==> src/nvm_pkg.sv <==
/*
 * Constants, types and helpers for the nonvolatile memory control block.
 * Assumes a single 100 MHz core clock and an 8-bit register port.
 */
// Notes on behaviour
// - Control register sits at data address FA6h
// - Write start runs self-timed cycle, cleared when done
// - Software can set, never clear, write start
// - Write enable zero blocks any write or erase
// - Reset during programming sets error; completion clears
// - Read start does one-cycle read, then self-clears
// - Software can set, never clear, read start
// - Read start refused while program memory selected
// - Eight-bit table latch, software readable and writable
// - Latch takes table-read bytes, feeds table writes
// - Memory select picks program or data memory
// - Config select overrides memory select for writes and erases; reads ignore it
// - Erase enable turns next program memory write into row erase
package nvm_pkg;

    // Register map
    localparam logic [11:0] NVM_CONTROL_ADDR = 12'hFA6;
    localparam logic [11:0] UNLOCK_PORT_ADDR = 12'hFA7;
    localparam logic [11:0] TABLE_LATCH_ADDR = 12'hFF5;
    localparam logic [11:0] IRQ_STATUS_ADDR  = 12'hFA0;
    localparam logic [11:0] IRQ_MASK_ADDR    = 12'hFA1;

    // Control register fields
    localparam int READ_START_BIT    = 0;
    localparam int WRITE_START_BIT   = 1;
    localparam int WRITE_ENABLE_BIT  = 2;
    localparam int WRITE_ERROR_BIT   = 3;
    localparam int ERASE_ENABLE_BIT  = 4;
    localparam int CONFIG_SELECT_BIT = 6;
    localparam int MEMORY_SELECT_BIT = 7;

    // Reset values
    localparam logic [7:0] CONTROL_RESET     = 8'h00;
    localparam logic [7:0] TABLE_LATCH_RESET = 8'h00;
    localparam logic [1:0] IRQ_MASK_RESET    = 2'h0;

    // Unlock keys
    localparam logic [7:0] UNLOCK_KEY_FIRST  = 8'h55;
    localparam logic [7:0] UNLOCK_KEY_SECOND = 8'hAA;

    // Timing
    localparam int CLK_FREQ_MHZ  = 100;
    localparam int ERASE_TIME_US = 2000;
    localparam int WRITE_TIME_US = 2000;
    localparam int ERASE_CYCLES  = ERASE_TIME_US * CLK_FREQ_MHZ;
    localparam int WRITE_CYCLES  = WRITE_TIME_US * CLK_FREQ_MHZ;
    localparam int TIMER_WIDTH   = 18;

    // Interrupt events
    localparam int EV_DONE   = 0;
    localparam int EV_ERROR  = 1;
    localparam int N_EVENTS  = 2;

    typedef enum logic [1:0] {
        ST_IDLE = 2'b00,
        ST_RUN  = 2'b01,
        ST_DONE = 2'b11
    } op_state_t;

    typedef enum logic [1:0] {
        TGT_EEPROM  = 2'b00,
        TGT_PROGRAM = 2'b01,
        TGT_CONFIG  = 2'b10
    } target_t;

    // Config select wins over memory select
    function automatic target_t decode_target(input logic cfg, input logic mem);
        if (cfg) begin
            return TGT_CONFIG;
        end
        return mem ? TGT_PROGRAM : TGT_EEPROM;
    endfunction : decode_target

endpackage : nvm_pkg

==> src/op_timer.sv <==
/*
 * Down-counter that times one self-timed programming cycle.
 * Assumes start and abort come from logic on the same clock.
 */
`timescale 1ns/1ps
module op_timer
    import nvm_pkg::*;
#(
    parameter int WIDTH = TIMER_WIDTH
) (
    // Clock and reset
    input  wire logic             clk,
    input  wire logic             rstn,
    // Control
    input  wire logic             start,
    input  wire logic             abort,
    input  wire logic [WIDTH-1:0] load,
    // Status
    output logic                  busy,
    output logic                  expired
);
    logic [WIDTH-1:0] count;
    logic [WIDTH-1:0] next_count;

    // Abort wins so a cut-short cycle never reports expiry
    always_comb begin
        next_count = count;
        if (abort) begin
            next_count = '0;
        end else if (start) begin
            next_count = load;
        end else if (count != '0) begin
            next_count = count - 1'b1;
        end
    end

    always_ff @(posedge clk or negedge rstn) begin
        if (!rstn) begin
            count <= '0;
        end else begin
            count <= next_count;
        end
    end

    assign busy    = (count != '0);
    assign expired = (count == {{(WIDTH-1){1'b0}}, 1'b1}) && !abort;

endmodule : op_timer

==> src/event_flags.sv <==
/*
 * Sticky event status with write-one-to-clear, a mask and a level
 * interrupt. Assumes register strobes from the same clock.
 */
`timescale 1ns/1ps
module event_flags
    import nvm_pkg::*;
#(
    parameter int N = N_EVENTS
) (
    // Clock and reset
    input  wire logic         clk,
    input  wire logic         rstn,
    // Events
    input  wire logic [N-1:0] events,
    // Software access
    input  wire logic         status_write,
    input  wire logic         mask_write,
    input  wire logic [N-1:0] wdata,
    // State
    output logic [N-1:0]      status,
    output logic [N-1:0]      mask,
    output logic              irq
);
    logic [N-1:0] next_status;
    logic [N-1:0] next_mask;

    // Set wins over a clear in the same cycle, so no event is lost
    always_comb begin
        next_status = status;
        next_mask   = mask;
        if (status_write) begin
            next_status = status & ~wdata;
        end
        next_status = next_status | events;
        if (mask_write) begin
            next_mask = wdata;
        end
    end

    always_ff @(posedge clk or negedge rstn) begin
        if (!rstn) begin
            status <= '0;
            mask   <= IRQ_MASK_RESET;
        end else begin
            status <= next_status;
            mask   <= next_mask;
        end
    end

    assign irq = |(status & mask);

endmodule : event_flags

==> src/nvm_write_erase_control.sv <==
/*
 * Control and status for self-timed writes and row erases of program
 * flash, writes and reads of data EEPROM, plus the table latch.
 * Assumes the core drives the register port on the core clock and
 * raises warm_reset for any non-power-on reset; the memory array
 * acts on the start strobes and target code given here.
 */
`timescale 1ns/1ps
module nvm_write_erase_control
    import nvm_pkg::*;
#(
    parameter int ERASE_COUNT = ERASE_CYCLES,
    parameter int WRITE_COUNT = WRITE_CYCLES
) (
    // Clock and reset
    input  wire logic        clk,
    input  wire logic        rstn,
    // Register port
    input  wire logic [11:0] reg_addr,
    input  wire logic [7:0]  reg_wdata,
    input  wire logic        reg_write,
    input  wire logic        reg_read,
    output logic [7:0]       reg_rdata,
    // Warm reset request from the core
    input  wire logic        warm_reset,
    // Table transfer
    input  wire logic        table_read_load,
    input  wire logic [7:0]  table_read_byte,
    output logic [7:0]       table_latch_out,
    // Memory array side
    output logic [1:0]       op_target,
    output logic             write_start,
    output logic             erase_start,
    output logic             op_abort,
    output logic             eeprom_read_start,
    output logic             nvm_busy,
    // Interrupt
    output logic             irq
);

    // Control register bits
    logic memory_select;
    logic config_select;
    logic erase_enable;
    logic write_error_flag;
    logic write_enable_bit;
    logic write_start_bit;
    logic read_start_bit;
    logic next_memory_select;
    logic next_config_select;
    logic next_erase_enable;
    logic next_write_error_flag;
    logic next_write_enable_bit;
    logic next_write_start_bit;
    logic next_read_start_bit;

    // Other state
    logic [7:0] table_latch;
    logic [7:0] next_table_latch;
    logic [1:0] unlock_stage;
    logic [1:0] next_unlock_stage;
    logic [1:0] target;
    logic [1:0] next_target;
    logic       erase_op;
    logic       next_erase_op;
    logic [7:0] next_reg_rdata;
    op_state_t  state;
    op_state_t  next_state;

    // Decodes and handshakes
    logic       ctl_write;
    logic       unlock_write;
    logic       latch_write;
    logic       accept_write;
    logic       accept_read;
    logic       do_erase;
    logic       launch;
    logic       next_launch;
    logic       timer_expired;
    logic       abort_now;
    logic [7:0] control_view;
    logic [TIMER_WIDTH-1:0] timer_load;
    logic [N_EVENTS-1:0]    ev;
    logic [N_EVENTS-1:0]    irq_status;
    logic [N_EVENTS-1:0]    irq_mask;
    target_t    sel_target;

    // Address decode
    assign ctl_write    = reg_write && (reg_addr == NVM_CONTROL_ADDR);
    assign unlock_write = reg_write && (reg_addr == UNLOCK_PORT_ADDR);
    assign latch_write  = reg_write && (reg_addr == TABLE_LATCH_ADDR);

    // Target from the select bits as they stand before this write
    assign sel_target = decode_target(config_select, memory_select);

    // Start a timed cycle only when enabled, unlocked and idle
    assign accept_write = ctl_write && reg_wdata[WRITE_START_BIT]
                          && write_enable_bit
                          && (unlock_stage == 2'd2)
                          && (state == ST_IDLE)
                          && !warm_reset;

    // A read needs data memory selected and no cycle running
    assign accept_read = ctl_write && reg_wdata[READ_START_BIT]
                         && !memory_select
                         && (state == ST_IDLE)
                         && !accept_write
                         && !warm_reset;

    // Erase only applies to program memory rows
    assign do_erase = erase_enable && (sel_target == TGT_PROGRAM);
    // Erase and write may differ in length
    assign timer_load = do_erase ? ERASE_COUNT[TIMER_WIDTH-1:0]
                                 : WRITE_COUNT[TIMER_WIDTH-1:0];
    // A warm reset while running cuts the cycle short
    assign abort_now = warm_reset && (state == ST_RUN);

    op_timer #(
        .WIDTH   (TIMER_WIDTH)
    ) u_timer (
        .clk     (clk),
        .rstn    (rstn),
        .start   (accept_write),
        .abort   (abort_now),
        .load    (timer_load),
        .busy    (),
        .expired (timer_expired)
    );

    // Operation sequencer
    always_comb begin
        next_state = state;
        case (state)
            ST_IDLE: next_state = accept_write ? ST_RUN : ST_IDLE;
            ST_RUN: begin
                if (abort_now) begin
                    next_state = ST_IDLE;
                end else if (timer_expired) begin
                    next_state = ST_DONE;
                end
            end
            ST_DONE: next_state = ST_IDLE;
            default: next_state = ST_IDLE;
        endcase
    end
    always_ff @(posedge clk or negedge rstn) begin
        if (!rstn) begin
            state <= ST_IDLE;
        end else begin
            state <= next_state;
        end
    end

    // Control register next values
    always_comb begin
        next_memory_select    = memory_select;
        next_config_select    = config_select;
        next_erase_enable     = erase_enable;
        next_write_enable_bit = write_enable_bit;
        next_write_error_flag = write_error_flag;
        next_write_start_bit  = write_start_bit;
        next_read_start_bit   = 1'b0;
        // Selects frozen while a cycle runs so the target stays put
        if (ctl_write && (state == ST_IDLE)) begin
            next_memory_select    = reg_wdata[MEMORY_SELECT_BIT];
            next_config_select    = reg_wdata[CONFIG_SELECT_BIT];
            next_erase_enable     = reg_wdata[ERASE_ENABLE_BIT];
            next_write_enable_bit = reg_wdata[WRITE_ENABLE_BIT];
        end
        if (ctl_write) begin
            next_write_error_flag = reg_wdata[WRITE_ERROR_BIT];
        end
        // Start bits only set from software; a zero is ignored
        if (accept_write) begin
            next_write_start_bit = 1'b1;
        end
        if (accept_read) begin
            next_read_start_bit = 1'b1;
        end
        // Completion clears start and leaves no error
        if (state == ST_DONE) begin
            next_write_start_bit  = 1'b0;
            next_write_error_flag = 1'b0;
        end
        // Warm reset keeps the selects so software can retry
        if (warm_reset) begin
            next_erase_enable     = 1'b0;
            next_write_enable_bit = 1'b0;
            next_write_start_bit  = 1'b0;
            next_read_start_bit   = 1'b0;
        end
        // Hardware set wins over any software clear
        if (abort_now) begin
            next_write_error_flag = 1'b1;
        end
    end
    always_ff @(posedge clk or negedge rstn) begin
        if (!rstn) begin
            memory_select    <= CONTROL_RESET[MEMORY_SELECT_BIT];
            config_select    <= CONTROL_RESET[CONFIG_SELECT_BIT];
            erase_enable     <= CONTROL_RESET[ERASE_ENABLE_BIT];
            write_error_flag <= CONTROL_RESET[WRITE_ERROR_BIT];
            write_enable_bit <= CONTROL_RESET[WRITE_ENABLE_BIT];
            write_start_bit  <= CONTROL_RESET[WRITE_START_BIT];
            read_start_bit   <= CONTROL_RESET[READ_START_BIT];
        end else begin
            memory_select    <= next_memory_select;
            config_select    <= next_config_select;
            erase_enable     <= next_erase_enable;
            write_error_flag <= next_write_error_flag;
            write_enable_bit <= next_write_enable_bit;
            write_start_bit  <= next_write_start_bit;
            read_start_bit   <= next_read_start_bit;
        end
    end

    // Unlock sequence: first key, then second key, then start
    always_comb begin
        next_unlock_stage = unlock_stage;
        if (warm_reset) begin
            next_unlock_stage = 2'd0;
        end else if (unlock_write) begin
            if (reg_wdata == UNLOCK_KEY_FIRST) begin
                next_unlock_stage = 2'd1;
            end else if ((unlock_stage == 2'd1) && (reg_wdata == UNLOCK_KEY_SECOND)) begin
                next_unlock_stage = 2'd2;
            end else begin
                next_unlock_stage = 2'd0;
            end
        end else if (reg_write) begin
            // Any other write spends or breaks the sequence
            next_unlock_stage = 2'd0;
        end
    end
    always_ff @(posedge clk or negedge rstn) begin
        if (!rstn) begin
            unlock_stage <= 2'd0;
        end else begin
            unlock_stage <= next_unlock_stage;
        end
    end

    // Target and kind captured at start; launch marks the first cycle
    always_comb begin
        next_target   = target;
        next_erase_op = erase_op;
        next_launch   = accept_write;
        if (accept_write) begin
            next_target   = sel_target;
            next_erase_op = do_erase;
        end else if (accept_read) begin
            next_target   = TGT_EEPROM;
            next_erase_op = 1'b0;
        end
    end
    always_ff @(posedge clk or negedge rstn) begin
        if (!rstn) begin
            target   <= TGT_EEPROM;
            erase_op <= 1'b0;
            launch   <= 1'b0;
        end else begin
            target   <= next_target;
            erase_op <= next_erase_op;
            launch   <= next_launch;
        end
    end

    // Table latch: a table read beats a software write
    always_comb begin
        next_table_latch = table_latch;
        if (table_read_load) begin
            next_table_latch = table_read_byte;
        end else if (latch_write) begin
            next_table_latch = reg_wdata;
        end
    end
    always_ff @(posedge clk or negedge rstn) begin
        if (!rstn) begin
            table_latch <= TABLE_LATCH_RESET;
        end else begin
            table_latch <= next_table_latch;
        end
    end

    // Register view; bit 5 is always zero
    assign control_view = {memory_select, config_select, 1'b0,
                           erase_enable, write_error_flag,
                           write_enable_bit, write_start_bit, read_start_bit};

    // Read data one cycle after the strobe, zero otherwise
    always_comb begin
        next_reg_rdata = 8'h00;
        if (reg_read) begin
            case (reg_addr)
                NVM_CONTROL_ADDR: next_reg_rdata = control_view;
                TABLE_LATCH_ADDR: next_reg_rdata = table_latch;
                IRQ_STATUS_ADDR:  next_reg_rdata = {6'h00, irq_status};
                IRQ_MASK_ADDR:    next_reg_rdata = {6'h00, irq_mask};
                default:          next_reg_rdata = 8'h00; // Unlock port too
            endcase
        end
    end
    always_ff @(posedge clk or negedge rstn) begin
        if (!rstn) begin
            reg_rdata <= 8'h00;
        end else begin
            reg_rdata <= next_reg_rdata;
        end
    end

    // Completion and abort raise sticky events
    assign ev[EV_DONE]  = (state == ST_DONE);
    assign ev[EV_ERROR] = abort_now;

    event_flags #(
        .N            (N_EVENTS)
    ) u_flags (
        .clk          (clk),
        .rstn         (rstn),
        .events       (ev),
        .status_write (reg_write && (reg_addr == IRQ_STATUS_ADDR)),
        .mask_write   (reg_write && (reg_addr == IRQ_MASK_ADDR)),
        .wdata        (reg_wdata[N_EVENTS-1:0]),
        .status       (irq_status),
        .mask         (irq_mask),
        .irq          (irq)
    );

    // Array side strobes
    assign op_target         = target;
    assign write_start       = launch && !erase_op;
    assign erase_start       = launch && erase_op;
    assign op_abort          = abort_now;
    assign eeprom_read_start = read_start_bit;
    assign nvm_busy          = write_start_bit;
    assign table_latch_out   = table_latch;

endmodule : nvm_write_erase_control

==> config.mk <==
export PLATFORM = sky130hd
export DESIGN_NAME = nvm_write_erase_control
export DESIGN_NICKNAME = d
export VERILOG_FILES = /design/src/nvm_pkg.sv /design/src/op_timer.sv /design/src/event_flags.sv /design/src/nvm_write_erase_control.sv
export SDC_FILE = /design/constraint.sdc
export NUM_CORES = 1
export LEC_CHECK = 0
export ABC_AREA = 0
export BUFFER_PORTS_ARGS = -buffer_cell sky130_fd_sc_hd__buf_2
export CORE_MARGIN = 2
export CORE_UTILIZATION = 38
export CTS_BUF_LIST = sky130_fd_sc_hd__clkbuf_16
export DETAILED_ROUTE_END_ITERATION = 12
export PLACE_DENSITY = 0.58
export SLEW_MARGIN = 15
export SYNTH_ARGS = -nofsm -noshare
export SYNTH_HDL_FRONTEND = slang
export SYNTH_SLANG_ARGS = --single-unit
==> constraint.sdc <==
create_clock -name clk -period 4.3 [get_ports clk]
set_clock_uncertainty 0.15 [all_clocks]
set_input_delay 0 -clock clk [delete_from_list [all_inputs] [get_ports clk]]
set_output_delay 0 -clock clk [all_outputs]
set_load 0.01 [all_outputs]
==> impl_metrics.toml <==
[outcome]
outcome = "finished clean"

[place]
dpl_cell_area_um2 = 3010
hpwl_mm = 4.79
place.gp.congestion = 0.831
numPortBuffers = 57
placed_cells = 391

[clock_tree]
clockRootBuffer = "clkbuf_16"
cts_sinks = 53
cts_buffers = 5
clkLatencyLatePin_ns = 0.30
htreeDepth = 2
cts_tree = "done"
path_clk_slew_ns = 0.08
clockBufferDepth = 2
cts_resized = 0
cts_setup_buffers = 0

[route]
num_vias = 2389
wl_per_cell_um = 16.2
drtAntennaViolNets = 0
wl_mm = 7.17
drc = 0
routed_via_density = 5.38
first_iter_violations = 148
firstDrtPassIters = 5

[floorplanning]
coreArea_um2 = 6760
die_x_um = 87.5
die_h_um = 87.5
initial_core_util = 0.392
num_rows = 30
io-pin-count = 58
dieArea_um2 = 7650

[power]
ir_drop_mv = 0.161
power.density_nw_per_um2 = 376
cellLeakagePower_nw = 1.70

[worst_setup_path]
cp_cell_sequence = "dlygate4sd3_1, buf_2, nand4_1, nor2_1, nand3_1, mux2i_1, o21ai_0, dlygate4sd3_1"
worstPathRequired_ns = 4.33
crit_top_cell = "dlygate4sd3_1"
critPathArrivalTime_ns = 2.77
path_class = "in -> reg"
cpMaxStageDelayCell = "dlygate4sd3_1"
start_kind = "input pin"
crit_path_max_incr_delay_ns = 0.56
cp_max_fo = 9
cp-end-kind = "register"

[synth]
synth_xor_area_frac = 0.0331
ys.flop_type = "dfrtp_1"
syn_area_um2 = 2650
yosysSeqAreaShare = 0.501
muxShareOfSynthArea = 0.0633
synth_adder_area_share = 0.0142
synthTopCellsByArea = "dfrtp_1 (50%), nor2_1 (4.1%), mux2i_1 (3.8%)"
ys_ff_latch = 53
synthesis.nets = 296
synth_top_family_by_area = "simple AND/OR/NAND/NOR gates"
yosysTopAreaCellShare = 0.501
synth_compound_area_frac = 0.133
syn_avg_cell_area_um2 = 10.2
netlist_instances = 259
synth_edf_count = 0
ys_warn_count = 0
yosysUniqueCellTypes = 51
async_flop_share = 1.00
yosys.area.top_type = "dfrtp_1"
synth-simple-area-share = 0.228

[global_routing]
grt_pass1_vias = 2345
grt_use_met2 = 0.287
grt_overflow_total = 0
antenna_found_initial = 0
grt_pass1_wl_mm = 11.6
top_usage_layer = "met1"
met1_usage = 0.295
use_met3 = 0.0341
grt_max_degree = 54
grt_util_all_layers = 0.194

[sta]
fmax_mhz = 365
rsz0062_at_grt = "no"
final-setup-viol-count = 0
finalSetupTns_ns = 0
slew_headroom = 0.450
slew_violations = 0
worst_pin_slew_ns = 0.814
hold_violations = 0
min_period_ns = 2.74
period_share = 0.637

[layout]
drive_gt1_frac = 0.214
final_area_um2 = 3630
diodes = 0
register_area_um2 = 1330
nets = 400
syn_to_final_growth_pct = 37.3
fillers = 607
layoutNonFillerInstCount = 444
multiInputGateArea_um2 = 1250

[hold_path]
hold_path.class = "in -> reg"

[flow_run]
max_cap_viol_count = 0
## per-stage QoR
step           power, mW   util  setup WS, ns  hold WS, ns
4_1_cts             1.37  0.538          1.51       0.0342
3_5_place_dp       0.868  0.446          1.90       0.0230
6_report            1.37  0.538          1.56       0.0413
2_1_floorplan      0.779      -          2.27       -0.446
5_1_grt             1.44  0.538          1.34       0.0706
3_3_place_gp       0.865  0.446          1.96       0.0162
## state kept, by name (all words and copies together) (netlist names), 2 cells and up
signal           count
op_target            2
reg_rdata            8
state                2
table_latch_out      8
u_flags.mask         2
u_flags.status       2
u_timer.count       18
unlock_stage         2
## synthesized netlist by cell type (4+ instances only)
| library cell | number |
|---|---|
| nand3b_1 | 4 |
| inv_1 | 5 |
| dfrtp_1 | 53 |
| xor2_1 | 7 |
| nand3_1 | 8 |
| nor2_1 | 29 |
| a22oi_1 | 7 |
| o21ai_0 | 13 |
| nand2_1 | 21 |
| mux2_2 | 6 |
| a21oi_1 | 7 |
| nor4_1 | 4 |
| a31oi_1 | 7 |
| nor3_1 | 5 |
| a22o_1 | 5 |
| mux2i_1 | 10 |
| nor4bb_1 | 4 |
| nand4_1 | 8 |
| nor2b_1 | 4 |
| nand2b_1 | 5 |
## worst paths after layout
check	start	to	slack [ns]	cells past startpoint
setup / recovery	reg_addr[0]	table_latch_out[6]	1.56	8
hold / removal	reg_addr[1]	reg_rdata[0]	0.04	4
setup reg to reg	u_timer.count[2]	u_timer.count[0]	1.84	5
hold reg to reg	op_target[1]	op_target[1]	0.36	1
max in group asynchronous	rstn	u_timer.count[5]	3.33	3
min in group asynchronous	rstn	u_timer.count[7]	0.19	3
## routing by layer
| metal | vias to the layer above | part of all wire |
|---|---|---|
| li1 | 1155 | - |
| met1 | 1162 | 0.49 |
| met3 | 8 | 0.038 |
| met2 | 64 | 0.46 |
| met5 | - | 0 |
| met4 | 0 | 0.011 |
## where the power goes
group / internal, mW / switching [mW] / leakage (nW)
registers: 0.560 / 0.0733 / 0.682
clock network: 0.279 / 0.191 / 0.0848
logic: 0.128 / 0.134 / 0.932
total: 0.968 / 0.398 / 1.70
## area by class of cell
class / instances / share of cell area
well taps: 80 / 0.0275
repair buffers: 104 / 0.207
inverters: 6 / 0.00964
clock inverters: 3 / 0.0131
flip-flops and latches: 53 / 0.365
multi-input cells: 193 / 0.344
clock buffers: 5 / 0.0344
## critical path, delay by kind of cell
family,cells,cell delay (ns)
buffers and inverters,3,1.25
AOI/OAI and AO/OA,1,0.10
muxes,1,0.30
and+or+nand+nor,3,1.13
## what timing repair did
item / CTS / global route
hold buffers: 45 / 0
hold endpoints to repair: 76 / 0
setup endpoints to repair: 0 / 0
## kinds of logic (layout without fill, tap and decap cells)
logic type / after synthesis / count (layout)
buf+inv: 13 / 118
mux: 16 / 16
xor+xnor: 10 / 10
simple gates: 111 / 111
flops: 53 / 53
fa+ha+maj: 3 / 3
compound gates: 53 / 53
## placed cells by master (no fill, tap or decap), drive strengths merged, types with 4 or more instances in the layout
| master | count |
|---|---|
| nor2 | 30 |
| nand2b | 5 |
| a31oi | 7 |
| inv | 7 |
| nand3 | 8 |
| dlygate4sd3 | 45 |
| xor2 | 7 |
| nor4bb | 4 |
| nor2b | 4 |
| nand2 | 21 |
| mux2 | 6 |
| a22o | 5 |
| clkbuf | 5 |
| a22oi | 7 |
| nand4 | 8 |
| o21ai | 14 |
| a21oi | 7 |
| nand3b | 4 |
| nor4 | 4 |
| nor3 | 5 |
| mux2i | 10 |
| buf | 59 |
| dfrtp | 53 |
Note: power is estimated with default switching activity, not from simulation.
